===== src/rtl/ostseq_pkg.sv =====
// Package for the output step trigger sequencer: constants, types and register map
package ostseq_pkg;

  // Avalon-MM register word offsets (byte address = 4 * index)
  localparam logic [3:0] OSTSEQ_REG_CTRL     = 4'h0;
  localparam logic [3:0] OSTSEQ_REG_CMD      = 4'h1;
  localparam logic [3:0] OSTSEQ_REG_VTRIG    = 4'h2;
  localparam logic [3:0] OSTSEQ_REG_ITRIG    = 4'h3;
  localparam logic [3:0] OSTSEQ_REG_VIMM     = 4'h4;
  localparam logic [3:0] OSTSEQ_REG_IIMM     = 4'h5;
  localparam logic [3:0] OSTSEQ_REG_OPCOND   = 4'h6;
  localparam logic [3:0] OSTSEQ_REG_IRQSTAT  = 4'h7;
  localparam logic [3:0] OSTSEQ_REG_IRQMASK  = 4'h8;

  // Control register fields
  localparam int OSTSEQ_CTRL_VMODE_BIT = 0;
  localparam int OSTSEQ_CTRL_IMODE_BIT = 1;

  // Command register fields (write-one pulses)
  localparam int OSTSEQ_CMD_INIT_BIT  = 0;
  localparam int OSTSEQ_CMD_TRIG_BIT  = 1;
  localparam int OSTSEQ_CMD_ABORT_BIT = 2;
  localparam int OSTSEQ_CMD_COMMON_BIT = 3;

  // Operation condition word
  localparam int OSTSEQ_OPC_WTG_BIT    = 4;
  localparam int OSTSEQ_OPC_ACTIVE_BIT = 6;

  // Interrupt status fields
  localparam int OSTSEQ_IRQ_WTG_BIT  = 0;
  localparam int OSTSEQ_IRQ_STEP_BIT = 1;
  localparam int OSTSEQ_IRQ_DROP_BIT = 2;
  localparam int OSTSEQ_IRQ_W        = 3;

  // Reset values
  localparam logic [15:0] OSTSEQ_LEVEL_RST = 16'h0000;

  // Settling time after initiate
  localparam int OSTSEQ_CLK_HZ     = 20_000_000;
  localparam int OSTSEQ_SETTLE_US  = 2000;
  localparam int OSTSEQ_SETTLE_CYC = (OSTSEQ_SETTLE_US * (OSTSEQ_CLK_HZ / 1_000_000));

  typedef enum logic { OSTSEQ_MODE_FIXED, OSTSEQ_MODE_STEP } ostseq_mode_e;

  typedef enum logic [1:0] { OSTSEQ_ST_IDLE, OSTSEQ_ST_SETTLE, OSTSEQ_ST_WAIT } ostseq_state_e;

  typedef struct packed {
    logic init;
    logic trig;
    logic abort;
  } ostseq_cmd_s;

  typedef struct packed {
    logic [15:0] volt;
    logic [15:0] curr;
  } ostseq_level_s;

  typedef struct packed {
    logic [3:0]  address;
    logic        read;
    logic        write;
    logic [31:0] writedata;
  } ostseq_avm_req_s;

endpackage : ostseq_pkg


===== src/rtl/ostseq_step_core.sv =====
// Transient trigger state machine with settling down-counter
`timescale 1ns/10ps
module ostseq_step_core
  import ostseq_pkg::*;
#(
  parameter int SETTLE_CYC = ostseq_pkg::OSTSEQ_SETTLE_CYC
) (
  // Clock and reset
  input  wire logic                 sys_clk_in,
  input  wire logic                 rst_b_in,
  // Commands
  input  wire ostseq_pkg::ostseq_cmd_s cmd_in,
  // Status
  output logic                      waiting_for_trigger_flag_out,
  output logic                      active_out,
  output logic                      initiated_out,
  output logic                      accept_out,
  output logic                      dropped_out
);
  import ostseq_pkg::*;

  localparam int CW = $clog2(SETTLE_CYC + 1);

  if (SETTLE_CYC < 1) begin : g_bad_settle
    $error("SETTLE_CYC must be at least 1");
  end

  typedef struct packed {
    ostseq_state_e st;
    logic [CW-1:0] cnt;
    logic          dropped;
  } ostseq_core_s;

  ostseq_core_s s_q;
  ostseq_core_s s_d;
  // Combinational accept so the setpoint copy lands on the same edge that returns to idle
  logic          accept_c;

  always_comb begin
    s_d         = s_q;
    s_d.dropped = 1'b0;
    accept_c    = 1'b0;
    case (s_q.st)
      OSTSEQ_ST_IDLE: begin
        if (cmd_in.init) begin
          s_d.st  = OSTSEQ_ST_SETTLE;
          s_d.cnt = CW'(SETTLE_CYC);
        end
        // Triggers in idle are ignored and do not raise dropped
      end
      OSTSEQ_ST_SETTLE: begin
        if (cmd_in.trig) begin
          s_d.dropped = 1'b1;
        end
        if (s_q.cnt <= CW'(1)) begin
          s_d.st = OSTSEQ_ST_WAIT;
        end else begin
          s_d.cnt = s_q.cnt - CW'(1);
        end
      end
      OSTSEQ_ST_WAIT: begin
        if (cmd_in.trig) begin
          accept_c = 1'b1;
          s_d.st   = OSTSEQ_ST_IDLE;
        end
      end
      default: begin
        s_d.st = OSTSEQ_ST_IDLE;
      end
    endcase
    if (cmd_in.abort) begin
      s_d.st   = OSTSEQ_ST_IDLE;
      accept_c = 1'b0;
    end
    if (!rst_b_in) begin
      s_d      = '0;
      accept_c = 1'b0;
    end
  end

  always_ff @(posedge sys_clk_in) begin
    s_q <= s_d;
  end

  assign waiting_for_trigger_flag_out = (s_q.st == OSTSEQ_ST_WAIT);
  assign initiated_out                = (s_q.st != OSTSEQ_ST_IDLE);
  assign active_out                   = (s_q.st != OSTSEQ_ST_IDLE);
  assign accept_out                   = accept_c;
  assign dropped_out                  = s_q.dropped;

endmodule : ostseq_step_core


===== src/rtl/ostseq_top.sv =====
// Output step trigger sequencer: Avalon-MM registers, trigger sources and setpoint update
//
// Our own choices: the Avalon-MM register port and the address map.
`timescale 1ns/10ps
module ostseq_top
  import ostseq_pkg::*;
#(
  parameter int SETTLE_CYC = ostseq_pkg::OSTSEQ_SETTLE_CYC,
  parameter int LEVEL_W    = 16
) (
  // Clock and reset
  input  wire logic               sys_clk_in,
  input  wire logic               rst_b_in,
  // Avalon-MM slave
  input  wire logic [3:0]         avs_address_in,
  input  wire logic               avs_read_in,
  input  wire logic               avs_write_in,
  input  wire logic [31:0]        avs_writedata_in,
  input  wire logic [3:0]         avs_byteenable_in,
  output logic [31:0]             avs_readdata_out,
  output logic                    avs_waitrequest_out,
  // Trigger sources
  input  wire logic               panel_trigger_in,
  input  wire logic               group_execute_trigger_in,
  // Setpoints to the output stage
  output logic [LEVEL_W-1:0]      voltage_setpoint_out,
  output logic [LEVEL_W-1:0]      current_setpoint_out,
  // Status
  output logic                    waiting_for_trigger_flag_out,
  output logic                    transient_active_out,
  output logic                    initiated_out,
  output logic                    irq_out
);
  import ostseq_pkg::*;

  if (LEVEL_W < 1 || LEVEL_W > 16) begin : g_bad_level_w
    $error("LEVEL_W must be 1..16");
  end

  typedef struct packed {
    logic [LEVEL_W-1:0]      vtrig;
    logic [LEVEL_W-1:0]      itrig;
    logic [LEVEL_W-1:0]      vimm;
    logic [LEVEL_W-1:0]      iimm;
    ostseq_mode_e            vmode;
    ostseq_mode_e            imode;
    logic [OSTSEQ_IRQ_W-1:0] irq_stat;
    logic [OSTSEQ_IRQ_W-1:0] irq_mask;
    logic [31:0]             rdata;
    logic                    ack;
    ostseq_cmd_s             cmd;
    logic                    wtg_prev;
  } ostseq_top_s;

  ostseq_top_s s_q;
  ostseq_top_s s_d;

  logic wtg;
  logic active;
  logic accept;
  logic dropped;

  ostseq_step_core #(
    .SETTLE_CYC (SETTLE_CYC)
  ) u_core (
    .sys_clk_in                   (sys_clk_in),
    .rst_b_in                     (rst_b_in),
    .cmd_in                       (s_q.cmd),
    .waiting_for_trigger_flag_out (wtg),
    .active_out                   (active),
    .initiated_out                (initiated_out),
    .accept_out                   (accept),
    .dropped_out                  (dropped)
  );

  function automatic logic [31:0] lvl32(input logic [LEVEL_W-1:0] v);
    lvl32 = 32'(v);
  endfunction : lvl32

  logic        req;
  logic        wr_done;
  logic [31:0] opcond;
  logic [OSTSEQ_IRQ_W-1:0] ev;

  always_comb begin
    opcond = 32'h0000_0000;
    opcond[OSTSEQ_OPC_WTG_BIT]    = wtg;
    opcond[OSTSEQ_OPC_ACTIVE_BIT] = active;
    ev = '0;
    ev[OSTSEQ_IRQ_WTG_BIT]  = wtg & ~s_q.wtg_prev;
    ev[OSTSEQ_IRQ_STEP_BIT] = accept;
    ev[OSTSEQ_IRQ_DROP_BIT] = dropped;
  end

  assign req = (avs_read_in | avs_write_in) & ~s_q.ack;
  // Writes land on the edge at which waitrequest is seen low
  assign wr_done = avs_write_in & s_q.ack;

  always_comb begin
    s_d          = s_q;
    s_d.ack      = req;
    s_d.cmd      = '0;
    s_d.wtg_prev = wtg;
    // Trigger sources merge regardless of any source selection
    s_d.cmd.trig = panel_trigger_in | group_execute_trigger_in;
    if (wr_done) begin
      case (avs_address_in)
        OSTSEQ_REG_CTRL: begin
          if (avs_byteenable_in[0]) begin
            s_d.vmode = ostseq_mode_e'(avs_writedata_in[OSTSEQ_CTRL_VMODE_BIT]);
            s_d.imode = ostseq_mode_e'(avs_writedata_in[OSTSEQ_CTRL_IMODE_BIT]);
          end
        end
        OSTSEQ_REG_CMD: begin
          if (avs_byteenable_in[0]) begin
            s_d.cmd.init  = avs_writedata_in[OSTSEQ_CMD_INIT_BIT];
            s_d.cmd.abort = avs_writedata_in[OSTSEQ_CMD_ABORT_BIT];
            s_d.cmd.trig  = s_d.cmd.trig | avs_writedata_in[OSTSEQ_CMD_TRIG_BIT]
                            | avs_writedata_in[OSTSEQ_CMD_COMMON_BIT];
          end
        end
        OSTSEQ_REG_VTRIG: begin
          if (&avs_byteenable_in[1:0]) s_d.vtrig = avs_writedata_in[LEVEL_W-1:0];
        end
        OSTSEQ_REG_ITRIG: begin
          if (&avs_byteenable_in[1:0]) s_d.itrig = avs_writedata_in[LEVEL_W-1:0];
        end
        OSTSEQ_REG_VIMM: begin
          if (&avs_byteenable_in[1:0]) s_d.vimm = avs_writedata_in[LEVEL_W-1:0];
        end
        OSTSEQ_REG_IIMM: begin
          if (&avs_byteenable_in[1:0]) s_d.iimm = avs_writedata_in[LEVEL_W-1:0];
        end
        OSTSEQ_REG_IRQMASK: begin
          if (avs_byteenable_in[0]) s_d.irq_mask = avs_writedata_in[OSTSEQ_IRQ_W-1:0];
        end
        default: begin
        end
      endcase
    end
    // Accepted trigger: only step-mode outputs take the triggered level
    if (accept) begin
      if (s_q.vmode == OSTSEQ_MODE_STEP) s_d.vimm = s_q.vtrig;
      if (s_q.imode == OSTSEQ_MODE_STEP) s_d.iimm = s_q.itrig;
    end
    s_d.rdata = 32'h0000_0000;
    if (req && avs_read_in) begin
      case (avs_address_in)
        OSTSEQ_REG_CTRL:    s_d.rdata = {30'h0000_0000, s_q.imode, s_q.vmode};
        OSTSEQ_REG_VTRIG:   s_d.rdata = lvl32(s_q.vtrig);
        OSTSEQ_REG_ITRIG:   s_d.rdata = lvl32(s_q.itrig);
        OSTSEQ_REG_VIMM:    s_d.rdata = lvl32(s_q.vimm);
        OSTSEQ_REG_IIMM:    s_d.rdata = lvl32(s_q.iimm);
        OSTSEQ_REG_OPCOND:  s_d.rdata = opcond;
        OSTSEQ_REG_IRQSTAT: s_d.rdata = 32'(s_q.irq_stat);
        OSTSEQ_REG_IRQMASK: s_d.rdata = 32'(s_q.irq_mask);
        default:            s_d.rdata = 32'h0000_0000;
      endcase
      if (avs_address_in == OSTSEQ_REG_IRQSTAT) s_d.irq_stat = '0;
    end
    // New events win over a clearing read
    s_d.irq_stat = s_d.irq_stat | ev;
    if (!rst_b_in) begin
      s_d          = '0;
      s_d.vmode    = OSTSEQ_MODE_FIXED;
      s_d.imode    = OSTSEQ_MODE_FIXED;
      s_d.vtrig    = OSTSEQ_LEVEL_RST[LEVEL_W-1:0];
      s_d.itrig    = OSTSEQ_LEVEL_RST[LEVEL_W-1:0];
      s_d.vimm     = OSTSEQ_LEVEL_RST[LEVEL_W-1:0];
      s_d.iimm     = OSTSEQ_LEVEL_RST[LEVEL_W-1:0];
    end
  end

  always_ff @(posedge sys_clk_in) begin
    s_q <= s_d;
  end

  assign avs_waitrequest_out          = (avs_read_in | avs_write_in) & ~s_q.ack;
  assign avs_readdata_out             = s_q.rdata;
  assign voltage_setpoint_out         = s_q.vimm;
  assign current_setpoint_out         = s_q.iimm;
  assign waiting_for_trigger_flag_out = wtg;
  assign transient_active_out         = active;
  assign irq_out                      = |(s_q.irq_stat & s_q.irq_mask);

endmodule : ostseq_top


===== config.mk =====
export PLATFORM = sky130hd
export DESIGN_NAME = ostseq_top
export DESIGN_NICKNAME = d
export VERILOG_FILES = /design/src/rtl/ostseq_pkg.sv /design/src/rtl/ostseq_step_core.sv /design/src/rtl/ostseq_top.sv
export SDC_FILE = /design/constraint.sdc
export NUM_CORES = 1
export LEC_CHECK = 0
export ABC_AREA = 1
export BUFFER_PORTS_ARGS = -buffer_cell sky130_fd_sc_hd__buf_2
export CORE_ASPECT_RATIO = 1.4
export CORE_UTILIZATION = 55
export DETAILED_ROUTE_END_ITERATION = 6
export PLACE_DENSITY = 0.8
export SYNTH_ARGS = -nofsm -noshare
export SYNTH_HDL_FRONTEND = slang
export SYNTH_SLANG_ARGS = --single-unit

===== constraint.sdc =====
create_clock -name sys_clk_in -period 2.95 [get_ports sys_clk_in]
set_clock_uncertainty 0.05 [all_clocks]
set_input_delay 0.1475 -clock sys_clk_in [delete_from_list [all_inputs] [get_ports sys_clk_in]]
set_output_delay 0.1475 -clock sys_clk_in [all_outputs]
set_load 0.05 [all_outputs]

# Yosys cells after proc, flatten, opt, wreduce, memory -nomap -nowiden
# Cells that the tools add are included.
# Widths: inputs -> output; s select.
[word_totals] ff_bits=128 latchBits=0 ram_bits=0 romBits=0 inputBits=46 output_inout_bits=69 wordCells=88 mem_count=0
[classes] add_sub_neg=1 mul=0 n_div=0 order_cmp=1 n_eq_ne=14 shift=0 n_mux=26 bitwise_logic=12 n_reduce_logical=17
[ops] operator="$pmux 16 s8" count=1
[ops] operator="$mux 16" count=7
[ops] operator="$mux 34" count=1
[ops] operator="$mux 32" count=1
[ops] operator="$pmux 16 s2" count=1
[ops] operator="$mux 18" count=1
[ops] operator="$eq 4x3->1 const B" count=4
[ops] operator="$le 16x1->1 const B" count=1
[ops] operator="$sub 16x1->16 const B" count=1
[ops] operator="$mux 2" count=7
[ops] operator="$reduce_and 3->1" count=4
[ops] operator="$reduce_and 4->1" count=3
[ops] operator="$eq 4x2->1 const B" count=2
[ops] operator="$mux 3" count=2
[ops] operator="$ne 2x2->1 const B" count=3
[ops] operator="$pmux 2 s3" count=1
[ops] operator="$reduce_and 2->1" count=3
[ops] operator="$eq 4x1->1 const B" count=1
[ops] operator="$eq 4x4->1 const B" count=1
[ops] operator="$logic_not 4->1" count=1
[ops] operator="$mux 1" count=4
[ops] operator="$or 1x1->1" count=4
[ops] operator="$reduce_bool 2->1" count=2
[ops] operator="$and 1x1->1" count=3
[ops] operator="10 further kinds" count=12

# Depth between registers and ports, before layout
# Gate-level depths: netlist of the first run.
[logic_depth] ltp_word=6 mapped_depth=13 ltp_nobuf=13

# Modules after synthesis
# Synthesis of the first run repeated with hierarchy kept, for this count alone.
[unflattened] hier_cells=905 area_unflattened_um2=6083.3
[modules_own_cells] module="ostseq_top" n_inst=1 cells_per_inst=717 area_per_inst_um2=4814.6 seq_area_each_um2=1861.8
[modules_own_cells] module="ostseq_step_core" n_inst=1 cells_per_inst=188 area_per_inst_um2=1268.7 seq_area_each_um2=380.4

# Worst setup path after synthesis of the first run
# Ideal clock, no wire load.
[synth_path] kind="register -> register" startpoint="register u_core.s_q[1] in the netlist's numbering" endpoint="register u_core.s_q[7] in the netlist's numbering" setup_ps=70 t_arrival_ps=1501 setup_slack_ps=1329 path_stages_with_launch=13 path_buffers=1 cell_sequence="dfxtp_1 inv_1 ha_1 inv_1 nand2_1 nand2_1 nor2_1 nand2_1 nand2_1 nand2_2 buf_2 o21ai_0 a21oi_1"
[synth_between] elab_chain_cells=3 elab_cells_between_ends=6 cone_classes="add/sub: 1; order compare: 1; eq/ne: 1; mux: 2; reduce/logical: 1"
[synth_lines] item="from (decl)" line_no="ostseq_step_core.sv:34" source="ostseq_core_s s_q;"
[synth_lines] item="from (signal assigned)" line_no="ostseq_step_core.sv:82" source="s_q <= s_d;"
[synth_lines] item="$sub 16x1->16 / $le 16x1->1 (equally long branches)" line_no="ostseq_step_core.sv:58, ostseq_step_core.sv:55"
[synth_lines] item="$mux 16 / $ne 2x2->1 (equally long branches)"
[synth_lines] item="$pmux 16 s2 / $reduce_and 3->1 (equally long branches)"
# Several ways; a longest one is shown, not always the timed one. The select of a mux whose other input is x is not followed.
# A chain may end at the register's enable or synchronous reset.

# Worst setup path in the final report of the first run
[layout_path] startpoint="register u_core.s_q[17] in the netlist's numbering" endpoint="register s_q (netlist bit voltage_setpoint_out[2])"
[layout_between] elab_chain_cells=5
[layout_lines] item="$eq 2x2->1" line_no="ostseq_step_core.sv:43" source="case (s_q.st)"
[layout_lines] item="$mux 1" line_no="ostseq_step_core.sv:43"
[layout_lines] item="$mux 1" line_no="ostseq_step_core.sv:71" source="if (cmd_in.abort) begin"
[layout_lines] item="$mux 1" line_no="ostseq_step_core.sv:75" source="if (!rst_b_in) begin"
[layout_lines] item="$mux 32" line_no="ostseq_top.sv:142" source="if (accept) begin"
[layout_lines] item="to (signal assigned)" line_no="ostseq_top.sv:175" source="s_q <= s_d;"
[layout_lines] item="to (decl)" line_no="ostseq_top.sv:55" source="ostseq_top_s s_q;"
# No other way between the ends.

==> results_dict.tcl, run 1 <==
set metrics [dict create \
    status "completed" \
    netlist_area_um2 5580 \
    yosys_warnings 0 \
    hpwl_um 8800 \
    rows 43 \
    antenna_found_initial 1 \
    fin_crit_sh 0.776 \
    via_per_inst 5.30 \
    rsz0062_at_grt "false" \
    grt_max_degree 73 \
    placed_cell_area_um2 5640 \
    crit_arrival_ns 2.41 \
    finalCriticalPeriod_ns 2.29 \
    area_growth_pct 7.08 \
    ys.flop_type "dfxtp_1" \
    synth_top_family_by_area "simple AND/OR/NAND/NOR gates" \
    cp_max_fo 32 \
    grt_pass1_wl_um 21400 \
    numCtsBuffers 9 \
    tightest_slew_ns 1.04 \
    cts_root_buf "clkbuf_16" \
    drive_above_1_share 0.136 \
    finalPower_mw 3.00 \
    irDropWorstVdd_mv 0.374 \
    multiInputGateArea_um2 2410 \
    clockBufferDepth 2 \
    min_path_type "in2reg" \
    fillers 1004 \
    power_density_nw_per_um2 502 \
    finalHoldViolations 0 \
    via_count 5080 \
    initial_core_util 0.564 \
    relSlewSlack 0.307 \
    ant_nets 0 \
    cts_tree "built" \
    portBuffers 80 \
    seq_area_frac_synth 0.402 \
    first_pass_iters 7 \
    wirelength_um 13200 \
    die_w_um 87.2 \
    gr-total-overflow 0 \
    p_leak_nw 2.88 \
    final_common_cell "nand2_1" \
    max_cap_viol_count 0 \
    synth_edf_count 0 \
    synth_compound_area_frac 0.190 \
    crit_type "reg2reg" \
    routedWlPerCell_um 13.8 \
    final_area_um2 5980 \
    fmax_ghz 0.437 \
    drt_iter0_drc 383 \
    synthAdderAreaFrac 0.00448 \
    synth.distinct_cells 33 \
    track_usage 0.261 \
    cp-start-kind "register" \
    avgSynthCellArea_um2 6.99 \
    cp-end-kind "register" \
    syn_inst 799 \
    grt_pass1_vias 4611 \
    nets 865 \
    synthSimpleGateAreaFrac 0.220 \
    final_cell_mix "nand2_1, dfxtp_1, o21ai_0, nor2_1, inv_1" \
    route.detailed.drc 0 \
    cts_sinks 112 \
    async_flop_share 0 \
    muxShareOfSynthArea 0 \
    core_um2 9900 \
    synthXorXnorAreaFrac 0.00628 \
    finalSetupViolations 0 \
    clkTransAtPathRegs_ns 0.07 \
    seqCellArea_um2 2240 \
    drv_slew 0 \
    critPathRequiredTime_ns 3.08 \
    die_h_um 121 \
    place.gp.congestion 0.875 \
    dieArea_um2 10600 \
    ctsResizeCount 0 \
    h-tree-depth 3 \
    io_pins 115 \
    worstSkewPairLatency_ns 0.35 \
    fin_setup_tns_ns 0 \
    synth_seq_cells 112 \
]
==> critical path, stage by stage (launching register included) <==
cell	delay [ns]
dfxtp_1	0.30
inv_1	0.10
nand2_1	0.17
nor3_4	0.27
nand2_1	0.65
o21ai_0	0.48
a21oi_1	0.10
==> final timing paths <==
| check | slack [ns] | endpoint | depth (start not counted) | start |
|---|---|---|---|---|
| worst max-delay path | 0.66 | voltage_setpoint_out[2] | 6 | u_core.s_q[17] |
| worst min register to register | 0.40 | s_q[42] | 2 | u_core.dropped_out |
| worst min-delay path | 0.03 | s_q[84] | 3 | avs_writedata_in[7] |
| worst max register to register | 0.66 | voltage_setpoint_out[2] | 6 | u_core.s_q[17] |
==> layer usage <==
layer	vias to the layer above	GRT usage	wire, µm
li1	2537	-	-
met1	2270	0.329	5580
met2	243	0.428	6340
met3	30	0.0456	989
met4	0	0.126	325
met5	-	0	0
==> through the flow <==
stage	hold slack, ns	cells	worst slack, ns	util
global route	0.0314	958	0.540	0.604
finish	0.0294	958	0.662	0.604
CTS	0.0190	957	0.696	0.604
detailed placement	0.365	939	0.762	0.570
global placement	0.354	939	0.797	0.570
floorplan	0.232	814	1.33	-
==> cells by family (layout without fill, tap and decap cells) <==
logic type	Yosys count	after routing
and+or+nand+nor	293	293
AOI/OAI and AO/OA	197	197
adders and majority gates	2	2
other	1	17
buffers and inverters	190	198
xor gates and xnor gates	4	4
DFF	112	112
==> state kept, by name, summed over array words and instances, names as in the netlist <==
signal	cells
current_setpoint_out	16
u_core.dropped_out	1
s_q	45
avs_readdata_out	16
u_core.s_q	18
voltage_setpoint_out	16
==> cell type report <==
type | count | share of cell area
inverters | 92 | 0.0578
multi-input cells | 512 | 0.403
repair buffers | 90 | 0.0825
clock inverters | 3 | 0.0109
flip-flops and latches | 112 | 0.375
clock buffers | 13 | 0.0419
diodes | 1 | 0.000419
well taps | 135 | 0.0283
==> synthesized netlist by cell type, types with 4 or more instances <==
library cell / count / area [µm²]
clkbuf_1: 18 / 67.6
nand3b_1: 4 / 30.0
a21oi_1: 64 / 320
xor2_1: 4 / 35.0
nand2_1: 141 / 529
nor2_1: 93 / 349
o21ai_0: 107 / 536
o211ai_1: 8 / 60.1
dfxtp_1: 112 / 2240
a41oi_1: 11 / 96.3
inv_1: 90 / 338
buf_4: 67 / 503
nand3_1: 43 / 215
buf_2: 11 / 55.1
==> timing repair <==
item | in CTS | in global routing
setup buffers | 0 | 0
endpoints found under the hold margin | 1 | 0
hold buffers | 2 | 0
==> power breakdown <==
| part | internal (mW) | total [mW] | switching [mW] |
|---|---|---|---|
| logic | 0.0374 | 0.181 | 0.143 |
| clock network | 0.768 | 1.30 | 0.535 |
| registers | 1.52 | 1.52 | 0.00297 |
Note: power is estimated with default switching activity, not from simulation.
==> inputs of run 2 (changes only) <==
--- a/config.mk
+++ b/config.mk
@@ -5,7 +5,7 @@
 export SDC_FILE = /design/constraint.sdc
 export NUM_CORES = 1
 export LEC_CHECK = 0
-export ABC_AREA = 1
+export ABC_AREA = 0
 export BUFFER_PORTS_ARGS = -buffer_cell sky130_fd_sc_hd__buf_2
 export CORE_ASPECT_RATIO = 1.4
 export CORE_UTILIZATION = 55
==> constraint.sdc (replaced) <==
create_clock -name sys_clk_in -period 2.2 [get_ports sys_clk_in]
set_clock_uncertainty 0.05 [all_clocks]
set_input_delay 0.11 -clock sys_clk_in [delete_from_list [all_inputs] [get_ports sys_clk_in]]
set_output_delay 0.11 -clock sys_clk_in [all_outputs]
set_load 0.05 [all_outputs]
==> run 2 against run 1 <==
Compared with the run above: wire length is 3.0% lower; via count is 13% lower; register-to-register slack worse by 0.54 ns; clock power is 33% higher; global-route usage is 1.5 points lower; combinational power is 31% higher; non-clock buffer count is 17 higher; final cell count is 19% lower; maximum frequency is 10% higher; worst hold slack worse by 0.028 ns; design area is 2.2% higher; synthesized cell count is 24% lower; critical endpoint is now u_core.s_q[16].
==> results_dict.tcl, run 2 <==
set metrics [dict create \
    ant_nets 0 \
    cts_root_buf "clkbuf_16" \
    synthXorXnorAreaFrac 0.0172 \
    crit_family "simple AND/OR/NAND/NOR gates" \
    crit_type "reg2reg" \
    cp-end-kind "register" \
    hpwl_um 8860 \
    diodes 0 \
    grt_max_degree 76 \
    yosys_warnings 0 \
    cts_tree "built" \
    drt_iter0_drc 332 \
    r2r_cells 7 \
    initial_core_util 0.565 \
    p_leak_nw 2.76 \
    grt_use_met1 0.279 \
    final_common_cell "dfxtp_1" \
    async_flop_share 0 \
    synth_commonest_cells "dfxtp_1, nand2_1, buf_4" \
    track_usage 0.246 \
    cp_num_buf_inv 1 \
    crit_arrival_ns 2.30 \
    min_path_type "in2reg" \
    yosysMostFrequentCell "dfxtp_1" \
    placed_cell_area_um2 5720 \
    place.gp.congestion 0.868 \
    irDropWorstVdd_mv 0.473 \
    rows 43 \
    tightest_slew_ns 0.684 \
    finalHoldViolations 0 \
    synth_edf_count 0 \
    grt_use_met2 0.450 \
    relSlewSlack 0.544 \
    nets 684 \
    post-place-cells 754 \
    synth_compound_area_frac 0.165 \
    ctsResizeCount 0 \
    routedWlPerCell_um 16.5 \
    fmax_ghz 0.482 \
    final_cell_mix "dfxtp_1, nand2_1, buf_2, mux2i_1, o211a_1" \
    grt_pass1_wl_um 20200 \
    io_pins 115 \
    cp-start-kind "register" \
    fin_setup_tns_ns 0 \
    max_cap_viol_count 0 \
    finish.utilization 0.617 \
    worst_slack_ns 0.125 \
    synth.distinct_cells 53 \
    max_stage_delay_ns 0.52 \
    pwr-share-clk 0.432 \
    synthSimpleGateAreaFrac 0.189 \
    internal_power_mw 3.11 \
    antenna_found_initial 0 \
    status "completed" \
    power.net_switching_uw 892 \
    syn_inst 605 \
    synth.top_cell.area_share 0.401 \
    die_h_um 121 \
    swShare 0.223 \
    rsz0062_at_grt "false" \
    h-tree-depth 3 \
    postCtsSetupRepairBufs 0 \
    seq_area_frac_synth 0.401 \
    muxShareOfSynthArea 0.100 \
    clkTransAtPathRegs_ns 0.07 \
    cts_sinks 112 \
    met3_usage 0.0367 \
    drive_above_1_share 0.203 \
    die_w_um 87.2 \
    netlist_area_um2 5590 \
    cp_max_fo 5 \
    top_register "s_q" \
    synth.largest_area_cell "dfxtp_1" \
    synth_seq_cells 112 \
    finalCriticalPeriod_ns 2.07 \
    synth_top_family_by_area "simple AND/OR/NAND/NOR gates" \
    dp_slack_ns 0.130 \
    area_growth_pct 9.29 \
    reg_top3 "s_q x45, u_core.s_q x18" \
    largest_reg_flops 45 \
    layout.cells.non_filler 776 \
    gr-total-overflow 0 \
    finalSetupViolations 0 \
    seqPwrFrac 0.509 \
    ys.flop_type "dfxtp_1" \
    via_per_inst 5.66 \
    final_area_um2 6110 \
    via_count 4395 \
    first_pass_iters 6 \
    fin_crit_sh 0.943 \
    drv_slew 0 \
    route.detailed.drc 0 \
    avgSynthCellArea_um2 9.24 \
    cp_cell_sequence "inv_1, ha_1, o21bai_1, nor2_1, or4_1, xor2_1, a21boi_1" \
    portBuffers 80 \
    synth_area_leaders "dfxtp_1, mux2i_1, buf_4, o211a_1, nand2_1" \
    fillers 853 \
    wirelength_um 12800 \
    worstSkewPairLatency_ns 0.34 \
    grt_pass1_vias 4160 \
    critPathRequiredTime_ns 2.43 \
    power_density_nw_per_um2 654 \
    clockBufferDepth 2 \
    grt_most_used_layer "met2" \
    numCtsBuffers 9 \
    cpMaxStageDelayCell "or4_1" \
    hold-path-cell-count 3 \
    combPwrFrac 0.059 \
    synthAdderAreaFrac 0.00448 \
    core_um2 9900 \
    cp.depth 7 \
    dieArea_um2 10600 \
]
-- run 2: worst min-delay path, stage by stage --
cell	delay, ns
buf_2	0.12
nand2_1	0.05
a21boi_0	0.06
-- run 2: logic make-up after synthesis --
kind of cell | Yosys count
AO/OA/AOI/OAI | 115
buffers and inverters | 109
AND/OR/NAND/NOR | 199
other | 1
adder cells (fa/ha/maj) | 2
multiplexers | 56
flip-flops | 112
XOR/XNOR | 11
-- run 2: path summary, 6_finish.rpt --
check	from	endpoint	slack, ns
min reg2reg	s_q[100]	avs_readdata_out[7]	0.43
max	u_core.s_q[1]	u_core.s_q[16]	0.13
min	avs_writedata_in[13]	s_q[90]	0.002
max reg2reg	u_core.s_q[1]	u_core.s_q[16]	0.13
-- run 2: metrics by stage --
step	hold WS (ns)	power, mW
2_1_floorplan	0.195	2.26
3_3_place_gp	0.333	2.30
3_5_place_dp	0.336	2.31
4_1_cts	0.000478	4.02
5_1_grt	0.0178	4.12
6_report	0.00176	4.00
-- run 2: power groups by stage --
stage	combinational [mW]	sequential (mW)	clock (mW)
CTS	0.235	2.03	1.75
finish	0.237	2.03	1.73
floorplan	0.178	2.08	0
detailed placement	0.226	2.08	0
global route	0.250	2.03	1.83
global placement	0.221	2.08	0
-- run 2: cell type report --
class / count / area [µm²] / share of cell area
well taps: 135 / 169 / 0.0276
flip-flops and latches: 112 / 2240 / 0.367
clock inverters: 3 / 46.3 / 0.00758
inverters: 7 / 26.3 / 0.00430
multi-input cells: 399 / 2730 / 0.447
clock buffers: 13 / 280 / 0.0459
repair buffers: 107 / 618 / 0.101
-- run 2: layer usage --
metal	vias to the layer above	wire, µm
met5	-	0
met4	0	303
met3	24	622
met2	141	6810
met1	2127	5100
li1	2103	-
-- run 2: timing repair --
item | CTS | global route
endpoints found under the setup margin | 0 | 0
endpoints found under the hold margin | 5 | 0
hold buffers | 6 | 0
